### src/irq_bank_consts.svh
`ifndef IRQ_BANK_CONSTS_SVH
`define IRQ_BANK_CONSTS_SVH
`define OFS_CORE_CTRL 12'h000
`define OFS_PEN_ONE 12'h004
`define OFS_PEN_TWO 12'h008
`define OFS_PEN_THREE 12'h00c
`define OFS_PEN_FOUR 12'h010
`define OFS_PREQ_ONE 12'h014
`define OFS_PREQ_TWO 12'h018
`define OFS_EDGE_SEL 12'h01c
`define OFS_EVT_STATUS 12'h020
`define OFS_EVT_MASK 12'h024
`define MASK_CORE_W 8'hfe
`define MASK_PEN_ONE 8'hc7
`define MASK_PEN_TWO 8'h67
`define MASK_PEN_THREE 8'h30
`define MASK_PEN_FOUR 8'hff
`define MASK_PREQ_ONE 8'hc7
`define MASK_PREQ_TWO 8'h67
`define BIT_GIE 7
`define BIT_PERIPH_GROUP_ENABLE 6
`define BIT_T0IE 5
`define BIT_EXTIE 4
`define BIT_PCIE 3
`define BIT_T0IF 2
`define BIT_EXTIF 1
`define BIT_PCIF 0
`define RESET_BYTE 8'h00
`endif

### src/irq_bank_pkg.sv
package irq_bank_pkg;
  // one entry per source in the request-one and request-two registers
  typedef struct packed {
    logic timer1_gate;
    logic adc_done;
    logic capcmp_one;
    logic timer2_match;
    logic timer1_ovf;
  } req_one_evt_t;
  typedef struct packed {
    logic comparator_two;
    logic comparator_one;
    logic timer6_match;
    logic timer4_match;
    logic capcmp_two;
  } req_two_evt_t;
  typedef struct packed {
    logic timer0_ovf;
    logic ext_pin;
  } core_evt_t;
endpackage : irq_bank_pkg

### src/mcu_interrupt_enable_flag_bank.sv
// Implementation choices: the AHB-Lite slave port and the register offsets.
`include "irq_bank_consts.svh"
module mcu_interrupt_enable_flag_bank (
  // clock and reset
  input wire logic hclk,
  input wire logic hresetn,
  // ahb-lite slave
  input wire logic hsel,
  input wire logic [31:0] haddr,
  input wire logic [1:0] htrans,
  input wire logic hwrite,
  input wire logic [2:0] hsize,
  input wire logic [31:0] hwdata,
  input wire logic hready,
  output logic [31:0] hrdata,
  output logic hreadyout,
  output logic hresp,
  // event sources, one-cycle pulses or levels
  input wire irq_bank_pkg::core_evt_t core_evt,
  input wire irq_bank_pkg::req_one_evt_t req_one_evt,
  input wire irq_bank_pkg::req_two_evt_t req_two_evt,
  input wire logic ext_pin,
  input wire logic [7:0] pin_change_individual_flags,
  input wire logic [7:0] pir3_flags,
  input wire logic [7:0] pir4_flags,
  // core handshake
  input wire logic irq_accept,
  output logic core_irq_request,
  output logic [7:0] vector_addr,
  // block interrupt
  output logic irq
);
  logic [7:0] core_interrupt_control;
  logic [7:0] peripheral_enable_one;
  logic [7:0] peripheral_enable_two;
  logic [7:0] peripheral_enable_three;
  logic [7:0] peripheral_enable_four;
  logic [7:0] peripheral_request_one;
  logic [7:0] peripheral_request_two;
  logic ext_pin_edge_select;
  logic [1:0] evt_status;
  logic [1:0] evt_mask;
  logic ext_pin_d;
  logic ph_write;
  logic ph_read;
  logic [11:0] ph_addr;
  logic [7:0] wbyte;
  logic ext_edge;
  logic pc_summary;
  logic core_pend;
  logic periph_pend;
  logic [7:0] next_req_one;
  logic [7:0] next_req_two;
  logic [7:0] read_byte;

  // decode of an offset, used by write and read paths
  function automatic logic hit(input logic [11:0] a, input logic [11:0] o);
    hit = (a == o);
  endfunction : hit

  // zero wait states, always okay
  assign hreadyout = 1'b1;
  assign hresp = 1'b0;
  assign wbyte = hwdata[7:0];
  assign vector_addr = 8'h04;

  // address phase capture
  always_ff @(posedge hclk or negedge hresetn) begin
    if (!hresetn) begin
      ph_write <= 1'b0;
      ph_read <= 1'b0;
      ph_addr <= 12'h000;
    end else if (hready) begin
      ph_write <= hsel && htrans[1] && hwrite;
      ph_read <= hsel && htrans[1] && !hwrite;
      ph_addr <= haddr[11:0];
    end
  end

  always_ff @(posedge hclk or negedge hresetn) begin
    if (!hresetn) begin
      ext_pin_d <= 1'b0;
    end else begin
      ext_pin_d <= ext_pin;
    end
  end
  assign ext_edge = ext_pin_edge_select ? (ext_pin && !ext_pin_d)
                                        : (!ext_pin && ext_pin_d);

  assign pc_summary = |pin_change_individual_flags;

  // core control register; set wins over software clear
  always_ff @(posedge hclk or negedge hresetn) begin
    if (!hresetn) begin
      core_interrupt_control <= `RESET_BYTE;
    end else begin
      if (ph_write && hit(ph_addr, `OFS_CORE_CTRL)) begin
        core_interrupt_control[7:1] <= wbyte[7:1];
      end
      if (irq_accept && core_interrupt_control[`BIT_GIE]) begin
        core_interrupt_control[`BIT_GIE] <= 1'b0;
      end
      if (core_evt.timer0_ovf) begin
        core_interrupt_control[`BIT_T0IF] <= 1'b1;
      end
      if (core_evt.ext_pin || ext_edge) begin
        core_interrupt_control[`BIT_EXTIF] <= 1'b1;
      end
      core_interrupt_control[`BIT_PCIF] <= pc_summary;
    end
  end

  always_ff @(posedge hclk or negedge hresetn) begin
    if (!hresetn) begin
      peripheral_enable_one <= `RESET_BYTE;
      peripheral_enable_two <= `RESET_BYTE;
      peripheral_enable_three <= `RESET_BYTE;
      peripheral_enable_four <= `RESET_BYTE;
      ext_pin_edge_select <= 1'b0;
      evt_mask <= 2'b00;
    end else if (ph_write) begin
      if (hit(ph_addr, `OFS_PEN_ONE)) begin
        peripheral_enable_one <= wbyte & `MASK_PEN_ONE;
      end
      if (hit(ph_addr, `OFS_PEN_TWO)) begin
        peripheral_enable_two <= wbyte & `MASK_PEN_TWO;
      end
      if (hit(ph_addr, `OFS_PEN_THREE)) begin
        peripheral_enable_three <= wbyte & `MASK_PEN_THREE;
      end
      if (hit(ph_addr, `OFS_PEN_FOUR)) begin
        peripheral_enable_four <= wbyte & `MASK_PEN_FOUR;
      end
      if (hit(ph_addr, `OFS_EDGE_SEL)) begin
        ext_pin_edge_select <= wbyte[0];
      end
      if (hit(ph_addr, `OFS_EVT_MASK)) begin
        evt_mask <= wbyte[1:0];
      end
    end
  end

  // next value of request flags: write, then hardware set
  always_comb begin
    next_req_one = peripheral_request_one;
    next_req_two = peripheral_request_two;
    if (ph_write && hit(ph_addr, `OFS_PREQ_ONE)) begin
      next_req_one = wbyte & `MASK_PREQ_ONE;
    end
    if (ph_write && hit(ph_addr, `OFS_PREQ_TWO)) begin
      next_req_two = wbyte & `MASK_PREQ_TWO;
    end
    next_req_one = next_req_one | {req_one_evt.timer1_gate,
      req_one_evt.adc_done, 3'b000, req_one_evt.capcmp_one,
      req_one_evt.timer2_match, req_one_evt.timer1_ovf};
    // second capture flag at bit 0
    next_req_two = next_req_two | {1'b0, req_two_evt.comparator_two,
      req_two_evt.comparator_one, 2'b00, req_two_evt.timer6_match,
      req_two_evt.timer4_match, req_two_evt.capcmp_two};
  end

  // request flag registers
  always_ff @(posedge hclk or negedge hresetn) begin
    if (!hresetn) begin
      peripheral_request_one <= `RESET_BYTE;
      peripheral_request_two <= `RESET_BYTE;
    end else begin
      peripheral_request_one <= next_req_one;
      peripheral_request_two <= next_req_two;
    end
  end

  assign core_pend =
    (core_interrupt_control[`BIT_T0IE] & core_interrupt_control[`BIT_T0IF]) |
    (core_interrupt_control[`BIT_EXTIE] &
     core_interrupt_control[`BIT_EXTIF]) |
    (core_interrupt_control[`BIT_PCIE] & core_interrupt_control[`BIT_PCIF]);

  assign periph_pend = |(peripheral_enable_one & peripheral_request_one) |
    |(peripheral_enable_two & peripheral_request_two) |
    |(peripheral_enable_three & pir3_flags) |
    |(peripheral_enable_four & pir4_flags);

  assign core_irq_request = core_interrupt_control[`BIT_GIE] &
    (core_pend | (core_interrupt_control[`BIT_PERIPH_GROUP_ENABLE] & periph_pend));

  // read mux; unimplemented bits read zero
  always_comb begin
    read_byte = 8'h00;
    if (hit(ph_addr, `OFS_CORE_CTRL)) read_byte = core_interrupt_control;
    if (hit(ph_addr, `OFS_PEN_ONE)) read_byte = peripheral_enable_one;
    if (hit(ph_addr, `OFS_PEN_TWO)) read_byte = peripheral_enable_two;
    if (hit(ph_addr, `OFS_PEN_THREE)) read_byte = peripheral_enable_three;
    if (hit(ph_addr, `OFS_PEN_FOUR)) read_byte = peripheral_enable_four;
    if (hit(ph_addr, `OFS_PREQ_ONE)) read_byte = peripheral_request_one;
    if (hit(ph_addr, `OFS_PREQ_TWO)) read_byte = peripheral_request_two;
    if (hit(ph_addr, `OFS_EDGE_SEL)) read_byte = {7'h00, ext_pin_edge_select};
    if (hit(ph_addr, `OFS_EVT_STATUS)) read_byte = {6'h00, evt_status};
    if (hit(ph_addr, `OFS_EVT_MASK)) read_byte = {6'h00, evt_mask};
  end
  assign hrdata = {24'h000000, read_byte};

  // sticky status: bit0 core request rose, bit1 any accept; read clears
  logic req_d;
  always_ff @(posedge hclk or negedge hresetn) begin
    if (!hresetn) begin
      evt_status <= 2'b00;
      req_d <= 1'b0;
    end else begin
      req_d <= core_irq_request;
      if (ph_read && hit(ph_addr, `OFS_EVT_STATUS)) begin
        evt_status <= 2'b00;
      end
      // set beats the read clear
      if (core_irq_request && !req_d) evt_status[0] <= 1'b1;
      if (irq_accept) evt_status[1] <= 1'b1;
    end
  end

  // level interrupt from unmasked status
  always_ff @(posedge hclk or negedge hresetn) begin
    if (!hresetn) begin
      irq <= 1'b0;
    end else begin
      irq <= |(evt_status & evt_mask);
    end
  end
endmodule : mcu_interrupt_enable_flag_bank

### config.mk
export PLATFORM = sky130hd
export DESIGN_NAME = mcu_interrupt_enable_flag_bank
export DESIGN_NICKNAME = d
export VERILOG_FILES = /design/src/irq_bank_pkg.sv /design/src/mcu_interrupt_enable_flag_bank.sv
export VERILOG_INCLUDE_DIRS = /design/src
export SDC_FILE = /design/constraint.sdc
export NUM_CORES = 1
export LEC_CHECK = 0
export ABC_CLOCK_PERIOD_IN_PS = 2790
export BUFFER_PORTS_ARGS = -buffer_cell sky130_fd_sc_hd__buf_2
export CORE_UTILIZATION = 30
export CTS_CLUSTER_DIAMETER = 120
export CTS_CLUSTER_SIZE = 12
export DETAILED_ROUTE_END_ITERATION = 7
export HOLD_SLACK_MARGIN = 0.03
export SLEW_MARGIN = 5
export SYNTH_ARGS = -nofsm -noshare
export SYNTH_HDL_FRONTEND = slang
export SYNTH_SLANG_ARGS = --single-unit
### constraint.sdc
create_clock -name hclk -period 2.79 [get_ports hclk]
set_input_delay 0.279 -clock hclk [delete_from_list [all_inputs] [get_ports hclk]]
set_output_delay 0.279 -clock hclk [all_outputs]
set_load 0.02 [all_outputs]
After elaboration in Yosys (flattened, before gate mapping)
Index checks and enable logic that the tools add are counted.
{"block": "word_totals", "in_bits": 112, "ff_bits": 66}
{"block": "classes", "mux": 20, "reduce_logical": 34, "bitwise": 18, "n_eq_ne": 9}
{"cell": "8-bit 2-to-1 mux", "count": 12}
{"cell": "12-bit by 5-bit equality test with 1-bit output (second input constant)", "count": 4}
{"cell": "8-bit OR reduction", "count": 5}
{"cell": "12-bit by 4-bit equality test with 1-bit output (second input constant)", "count": 2}
{"cell": "12-bit by 6-bit equality test with 1-bit output (second input constant)", "count": 2}
{"cell": "8-bit AND", "count": 2}
{"cell": "12-bit by 3-bit equality test with 1-bit output (second input constant)", "count": 1}
{"cell": "12-bit logical NOT", "count": 1}
{"cell": "2-bit AND reduction", "count": 6}
{"cell": "1-bit logical AND", "count": 11}
{"cell": "2-bit nonzero test", "count": 5}
{"cell": "6-bit by 8-bit AND with 8-bit output", "count": 1}
{"cell": "7-bit by 8-bit AND with 8-bit output", "count": 1}
{"cell": "8-bit by 7-bit OR with 8-bit output", "count": 1}
{"cell": "8-bit OR", "count": 1}
{"cell": "7-bit 2-to-1 mux", "count": 1}
{"cell": "1-bit 2-to-1 mux", "count": 6}
{"cell": "1-bit OR", "count": 6}
{"cell": "1-bit AND", "count": 5}
{"cell": "1-bit logical NOT", "count": 4}
{"cell": "2-bit AND", "count": 1}
{"cell": "2-bit 2-to-1 mux", "count": 1}
{"cell": "2-bit OR reduction", "count": 1}
{"cell": "1-bit logical OR", "count": 1}

Longest topological paths before layout
Gate-level depths: netlist of run 1.
{"block": "depth", "depth_word": 11, "depth_mapped": 7, "ltp_nobuf": 5}

Least setup slack after synthesis of run 1
OpenSTA, ideal clock, no wires.
{"block": "synth_timing", "path_kind": "flip-flop to output port", "from": "register ph_addr[9]", "to": "output hrdata[1]", "arrival_time_ns": 2.049, "required_ns": 2.511, "path_stages_with_launch": 6, "slack_ns": 0.462, "cell_sequence": "dfrtp_1 or4_4 nor3_2 o31a_1 o21ai_0 a211oi_1"}
{"block": "synth_via", "elab_chain_len": 11, "word_cells_on_any_way": 20, "classes_between": "eq/ne (9); mux (10); reduce/logical (1)"}
{"item": "from (decl)", "line_no": "mcu_interrupt_enable_flag_bank.sv:46", "source": "logic [11:0] ph_addr;"}
{"item": "from (signal assigned)", "line_no": "mcu_interrupt_enable_flag_bank.sv:76", "source": "ph_addr <= haddr[11:0];"}
{"item": "12-bit logical NOT", "line_no": "mcu_interrupt_enable_flag_bank.sv:58", "source": "hit = (a == o);"}
{"item": "8-bit 2-to-1 mux", "line_no": "mcu_interrupt_enable_flag_bank.sv:190", "source": "if (hit(ph_addr, `OFS_CORE_CTRL)) read_byte = core_interrupt_control;"}
{"item": "8-bit 2-to-1 mux", "line_no": "mcu_interrupt_enable_flag_bank.sv:191", "source": "if (hit(ph_addr, `OFS_PEN_ONE)) read_byte = peripheral_enable_one;"}
{"item": "8-bit 2-to-1 mux", "line_no": "mcu_interrupt_enable_flag_bank.sv:192", "source": "if (hit(ph_addr, `OFS_PEN_TWO)) read_byte = peripheral_enable_two;"}
{"item": "8-bit 2-to-1 mux", "line_no": "mcu_interrupt_enable_flag_bank.sv:193", "source": "if (hit(ph_addr, `OFS_PEN_THREE)) read_byte = peripheral_enable_three;"}
{"item": "8-bit 2-to-1 mux", "line_no": "mcu_interrupt_enable_flag_bank.sv:194", "source": "if (hit(ph_addr, `OFS_PEN_FOUR)) read_byte = peripheral_enable_four;"}
{"item": "8-bit 2-to-1 mux", "line_no": "mcu_interrupt_enable_flag_bank.sv:195", "source": "if (hit(ph_addr, `OFS_PREQ_ONE)) read_byte = peripheral_request_one;"}
{"item": "8-bit 2-to-1 mux", "line_no": "mcu_interrupt_enable_flag_bank.sv:196", "source": "if (hit(ph_addr, `OFS_PREQ_TWO)) read_byte = peripheral_request_two;"}
{"item": "8-bit 2-to-1 mux", "line_no": "mcu_interrupt_enable_flag_bank.sv:197", "source": "if (hit(ph_addr, `OFS_EDGE_SEL)) read_byte = {7'h00, ext_pin_edge_select};"}
{"item": "8-bit 2-to-1 mux", "line_no": "mcu_interrupt_enable_flag_bank.sv:198", "source": "if (hit(ph_addr, `OFS_EVT_STATUS)) read_byte = {6'h00, evt_status};"}
{"item": "8-bit 2-to-1 mux (*)", "line_no": "mcu_interrupt_enable_flag_bank.sv:199", "source": "if (hit(ph_addr, `OFS_EVT_MASK)) read_byte = {6'h00, evt_mask};"}
{"item": "to (decl)", "line_no": "mcu_interrupt_enable_flag_bank.sv:15", "source": "output logic [31:0] hrdata,"}
Mark *: on every way between the ends. The rest lies on a longest branch, timed or not.

Worst setup path after layout of run 1
{"block": "layout_timing", "from": "register ph_addr[9]", "to": "output hrdata[3]"}
Same word-level chain as after synthesis.

==> results of run 1 <==
==> cell families (layout without fill, tap and decap cells) <==
family | Yosys count | after routing | synth area share
AOI/OAI and AO/OA | 64 | 64 | 0.139
other | 2 | 34 | 0.00232
muxes | 46 | 46 | 0.157
and+or+nand+nor | 70 | 70 | 0.136
DFF | 60 | 60 | 0.464
buffers and inverters | 54 | 110 | 0.102
==> registers in the layout, summed over array words and instances (netlist names) <==
signal and flops:
peripheral_request_two 5, ext_pin_edge_select 1, ph_write 1, ext_pin_d 1, core_interrupt_control 8, peripheral_enable_three 2
req_d 1, ph_addr 12, peripheral_enable_one 5, irq 1, peripheral_enable_two 5, peripheral_enable_four 8
evt_mask 2, evt_status 2, ph_read 1, peripheral_request_one 5
==> area by class of cell <==
class	instances	area, um2	share of cell area
Multi-Input combinational cell	214	1530	0.390
Inverter	11	41.3	0.0106
Clock buffer	9	124	0.0317
Sequential cell	60	1500	0.384
Tap cell	136	170	0.0435
Timing Repair Buffer	83	455	0.117
Clock inverter	7	91.3	0.0234
==> worst max path at each step <==
stage / endpoint / cells past startpoint
4_1_cts: hrdata[3] / 6
5_1_grt: hrdata[3] / 6
3_5_place_dp: hrdata[2] / 6
3_3_place_gp: hrdata[1] / 6
6_report: hrdata[3] / 6
2_1_floorplan: hrdata[1] / 5
==> where the power goes <==
part	switching, mW	internal, mW
Clock	0.347	0.499
Sequential	0.0548	0.913
Combinational	0.151	0.113
==> placed cells by master (no fill, tap or decap), types with 2 or more instances in the layout <==
cell type and instances:
a211o_1 10, a21oi_1 10, a221oi_1 4, a22o_1 5, a22oi_1 8, and3_1 6, buf_2 67, buf_4 16
bufinv_16 2, clkbuf_8 9, clkinv_2 3, conb_1 34, dfrtp_1 60, inv_1 11, mux2_2 38, mux2i_1 8
nand2_1 17, nand3_1 5, nand3b_1 2, nand4_1 7, nor2_1 12, nor2b_1 4, nor3_1 2, nor4_1 3
nor4b_4 3, o21ai_0 16, o31a_1 2, o31ai_1 2
==> metal layers <==
layer  vias up  global-route usage
li1       1188                   -
met1      1231               0.198
met2       110               0.254
met3        15              0.0343
met4         0              0.0933
met5         -                   0
==> worst max-delay path, cell delays in order, from the launching register on <==
cell	delay [ns]
dfrtp_1	0.39
or4_4	0.59
nor4b_4	0.36
buf_4	0.21
a22oi_1	0.06
nor3_1	0.19
buf_2	0.21
==> per-stage QoR <==
stage / hold WS, ns / power, mW / cell area (um2)
CTS: 0.0567 / 2.10 / 3910
floorplan: -0.0166 / 1.17 / 3360
finish: 0.0683 / 2.08 / 3910
global placement: 0.413 / 1.24 / 3690
detailed placement: 0.420 / 1.25 / 3690
global route: 0.0640 / 2.17 / 3910
==> metrics.txt, run 1 <==
outcome=finished, final reports clean; DR vias/cell=4.89; initial antenna violation count=0; setup bufs post-CTS=0; yosys warns=0; later-pin clock latency in the skew report=0.34 ns; CTS tree=yes; sequential area share after synthesis=0.464; final hold vios=0; reg2reg end=peripheral_enable_one[1]; max-slew violations=0; peak supply drop=0.199 mV; reg2reg setup slack=0.58 ns; dpl ws=0.543 ns; WL met2=4060 um; Final #Nets=491; Inst Count DP=504; Maximum Capacitance Violations=0; Area growth syn-to-layout=20.7%; min Tclk post-route=2.63 ns; EDFF count, synth=0; Most used DFF post-synth=dfrtp_1; Die ar.=0.0112 mm2; crit start category=register; post-DR wirelength/cell=15.9 um; Final Util=0.375; Slew HR=0.370; synthesized cell area=0.00324 mm2; post-synth cell types=43; Routed Antenna Nets=0; synth top area cells=dfrtp_1 (46%), mux2_2 (13%), buf_4 (7.9%), a211o_1 (2.7%), mux2i_1 (2.5%); CP max FO=4; cts hold-fix bufs=0; Synth Register Bits=60; crit path from=ph_addr[9]; number of placed I/O pins=156; Crit path required time=2.51 ns; Avg Synthesized Cell Area=10.9 um2; Row Count=37; Longest Clk Path Bufs=2; Setup-failing EPs final=0; worst min-delay path category=input pin to asynchronous set/reset pin; Critical Path Sink Type=output port; grt ovf=0; gr usage total=0.159; area share of the largest cell type after synthesis=0.464; fin crit share=0.944; routed vias=2544; DRC=0; Post-Route WL=8250 um; Initial Utilization=0.311; PD cells=532 mW/mm2; RSZ-0062 raised after global routing=false; synth cell count leaders=dfrtp_1 (60), mux2_2 (38), buf_4 (34), nand2_1 (17), o21ai_0 (16); drt pass-1 iters=4; CORE AREA=0.0104 mm2; top sig layer=met4; worst setup margin=0.157 ns; wl on met1=3500 um; fin cells=520; share of cells above drive strength 1=0.378; worst r2r src=ph_addr[9]; Die H=106 um; Lkg Pwr=1.75 nW; largest net degree at the start of global routing=43; vias in the first global route=2593; ys async rst share=1.00; 1st-iter DRT viols=192; Synth area leader=dfrtp_1; Worst Max-Slew Pin Slew=0.945 ns; clk sinks=60; Post-Syn Instances=296; Fmax achieved=0.380 GHz; Ant. Diodes=0; port bufs=67; Reg clk slew, reported paths=0.07 ns; Die X-Extent=106 um; HPWL Detailed=6420 um; gpl congestion=0.887; Setup Skew=0.00737 ns; top-count cell post-synth=dfrtp_1; # H-tree levels=3; critical path type=register to output port; Worst Path Arrival=2.35 ns; Setup Total Neg Slack=0 ns; reg2reg path depth=4; CTS Buf Count=9; fill count=1059; first-pass GRT wire length=13600 um; Post-CTS Resized=0; met3 WL=477 um; Clock Root Buffer=clkbuf_8
Power figures use the tool's default switching activity.
==> run 2: changes to the inputs <==
GPL_TIMING_DRIVEN = 0   (was default)
SETUP_SLACK_MARGIN = 0.2   (was default)
==> metrics.txt, run 2 (synthesized netlist as in run 1, its figures left out) <==
Sequential Power Share=0.459; Lkg Pwr=1.96 nW; Critical Path End=hrdata[2]; PD cells=493 mW/mm2; Crit path required time=2.51 ns; Critical Path Sink Type=output port; Area growth syn-to-layout=31.3%; first-pass GRT wire length=14200 um; Fmax achieved=0.387 GHz; clk sinks=60; Initial Utilization=0.311; initial antenna violation count=0; biggest regs=ph_addr: 12 flops, core_interrupt_control: 8 flops, peripheral_enable_four: 8 flops; CTS tree=yes; Setup Skew=0.00792 ns; commonest cells after routing, fill and taps aside=buf_2 (60), dfrtp_1 (60), buf_4 (54); max reg flops=12; HPWL Detailed=6690 um; Die X-Extent=106 um; reg2reg end=peripheral_enable_one[0]; Worst Path Arrival=2.30 ns; Slowest-stage cell, CP=or4_4; critical path type=register to output port; crit start category=register; Longest Clk Path Bufs=2; Psw=0.581 mW; CORE AREA=0.0104 mm2; Worst Max-Slew Pin Slew=0.765 ns; gpl congestion=0.892; Logic pwr share=0.154; final hold vios=3; drt pass-1 iters=6; post-DR wirelength/cell=16.2 um; 1st-iter DRT viols=224; clock power share=0.387; DP Area=0.00386 mm2; Routed Antenna Nets=0; Die ar.=0.0112 mm2; Setup-failing EPs final=0; peak supply drop=0.272 mV; worst-path cell chain=or4_4 > buf_4 > nor4b_4 > buf_4 > a22oi_1 > a21oi_1 > buf_4; Setup Total Neg Slack=0 ns; routed vias=2731; number of placed I/O pins=156; Reg clk slew, reported paths=0.07 ns; worst r2r src=ph_addr[0]; fin area=0.00425 mm2; Most flops, register=ph_addr; Inst Count DP=530; reg2reg setup slack=0.25 ns; Sw Ratio=0.277; CP max FO=5; port bufs=66; Clock Root Buffer=clkbuf_8; later-pin clock latency in the skew report=0.35 ns; crit path from=ph_addr[0]; min Tclk post-route=2.58 ns; max-slew violations=0; outcome=finished with violations; Ant. Diodes=0; DRC=0; DR vias/cell=4.89; gr usage total=0.169; fin crit share=0.926; Post-Route WL=9030 um; Row Count=37; CTS Buf Count=9; Critical Path Max Stage Delay=0.58 ns; grt ovf=0; largest net degree at the start of global routing=61; Maximum Capacitance Violations=0; Crit path top cell by count=buf_4; fin cells=559; failing checks=hold timing; Slew HR=0.490; reg2reg path depth=8; Final Util=0.408; vias in the first global route=2639; worst min-delay path category=input pin to asynchronous set/reset pin; RSZ-0062 raised after global routing=true; hold slack=-0.00134 ns; overall power=2.10 mW; share of cells above drive strength 1=0.444; # H-tree levels=3; Die H=106 um; Final #Nets=530; Internal=1.52 mW
-- run 2: cell count changes in the layout (fill, tap and decap cells not counted), sizes merged --
cell / change
clkinv: -2
bufinv: -1
buf: +33
clkbuf: +9
-- run 2: timing repair --
item	4_1_cts	5_1_grt
pin swaps	3	5
setup endpoints to repair	22	15
gates resized for setup	7	21
hold buffers	0	0
buffers inserted	9	4
cloned	0	0
-- run 2: final cells by class --
class / instances / area (um2)
Fill cell: 1019 / 6160
Clock buffer: 12 / 155
Buffer: 43 / 303
Sequential cell: 60 / 1500
Multi-Input combinational cell: 214 / 1590
Timing Repair Buffer: 79 / 445
Inverter: 11 / 41.3
Tap cell: 136 / 170
Clock inverter: 4 / 47.5
-- run 2: power groups by stage --
stage | logic (mW) | clock network (mW) | registers, mW
after detailed placement | 0.308 | 0 | 0.972
after global placement | 0.304 | 0 | 0.970
after CTS | 0.314 | 0.821 | 0.960
after floorplan | 0.205 | 0 | 0.961
after global routing | 0.351 | 0.868 | 0.968
final | 0.323 | 0.812 | 0.962
-- run 2: critical path: cells and delay by family, from the launching register on --
family / cells / cell delay, ns
AND/OR/NAND/NOR: 2 / 0.77
buffers and inverters: 3 / 0.54
flip-flops: 1 / 0.38
AO/OA/AOI/OAI: 2 / 0.26
-- run 2: per-layer routing --
layer	vias up	wire length, um	part of all wire	GRT usage
li1	1271	-	-	-
met3	24	615	0.068	0.0429
met5	-	0	0	0
met1	1291	3820	0.42	0.211
met4	0	208	0.023	0.0813
met2	145	4390	0.49	0.275
-- run 2: per-stage QoR --
step	setup slack (ns)	hold WS, ns
after floorplan	0.462	-0.0166
after global placement	0.0944	0.414
after detailed placement	0.0511	0.414
after CTS	0.164	0.0396
after global routing	0.150	0.0589
final	0.207	-0.00134
-- run 2: worst min path at each step --
stage	from	end	slack [ns]	cells past startpoint
2_1_floorplan	hresetn	core_interrupt_control[0]	-0.02	0
3_3_place_gp	ext_pin	ext_pin_d	0.41	1
3_5_place_dp	hresetn	ph_addr[4]	0.41	1
4_1_cts	hresetn	ph_addr[4]	0.04	1
5_1_grt	hresetn	evt_status[1]	0.06	1
6_report	hresetn	ph_addr[4]	-0.001	1
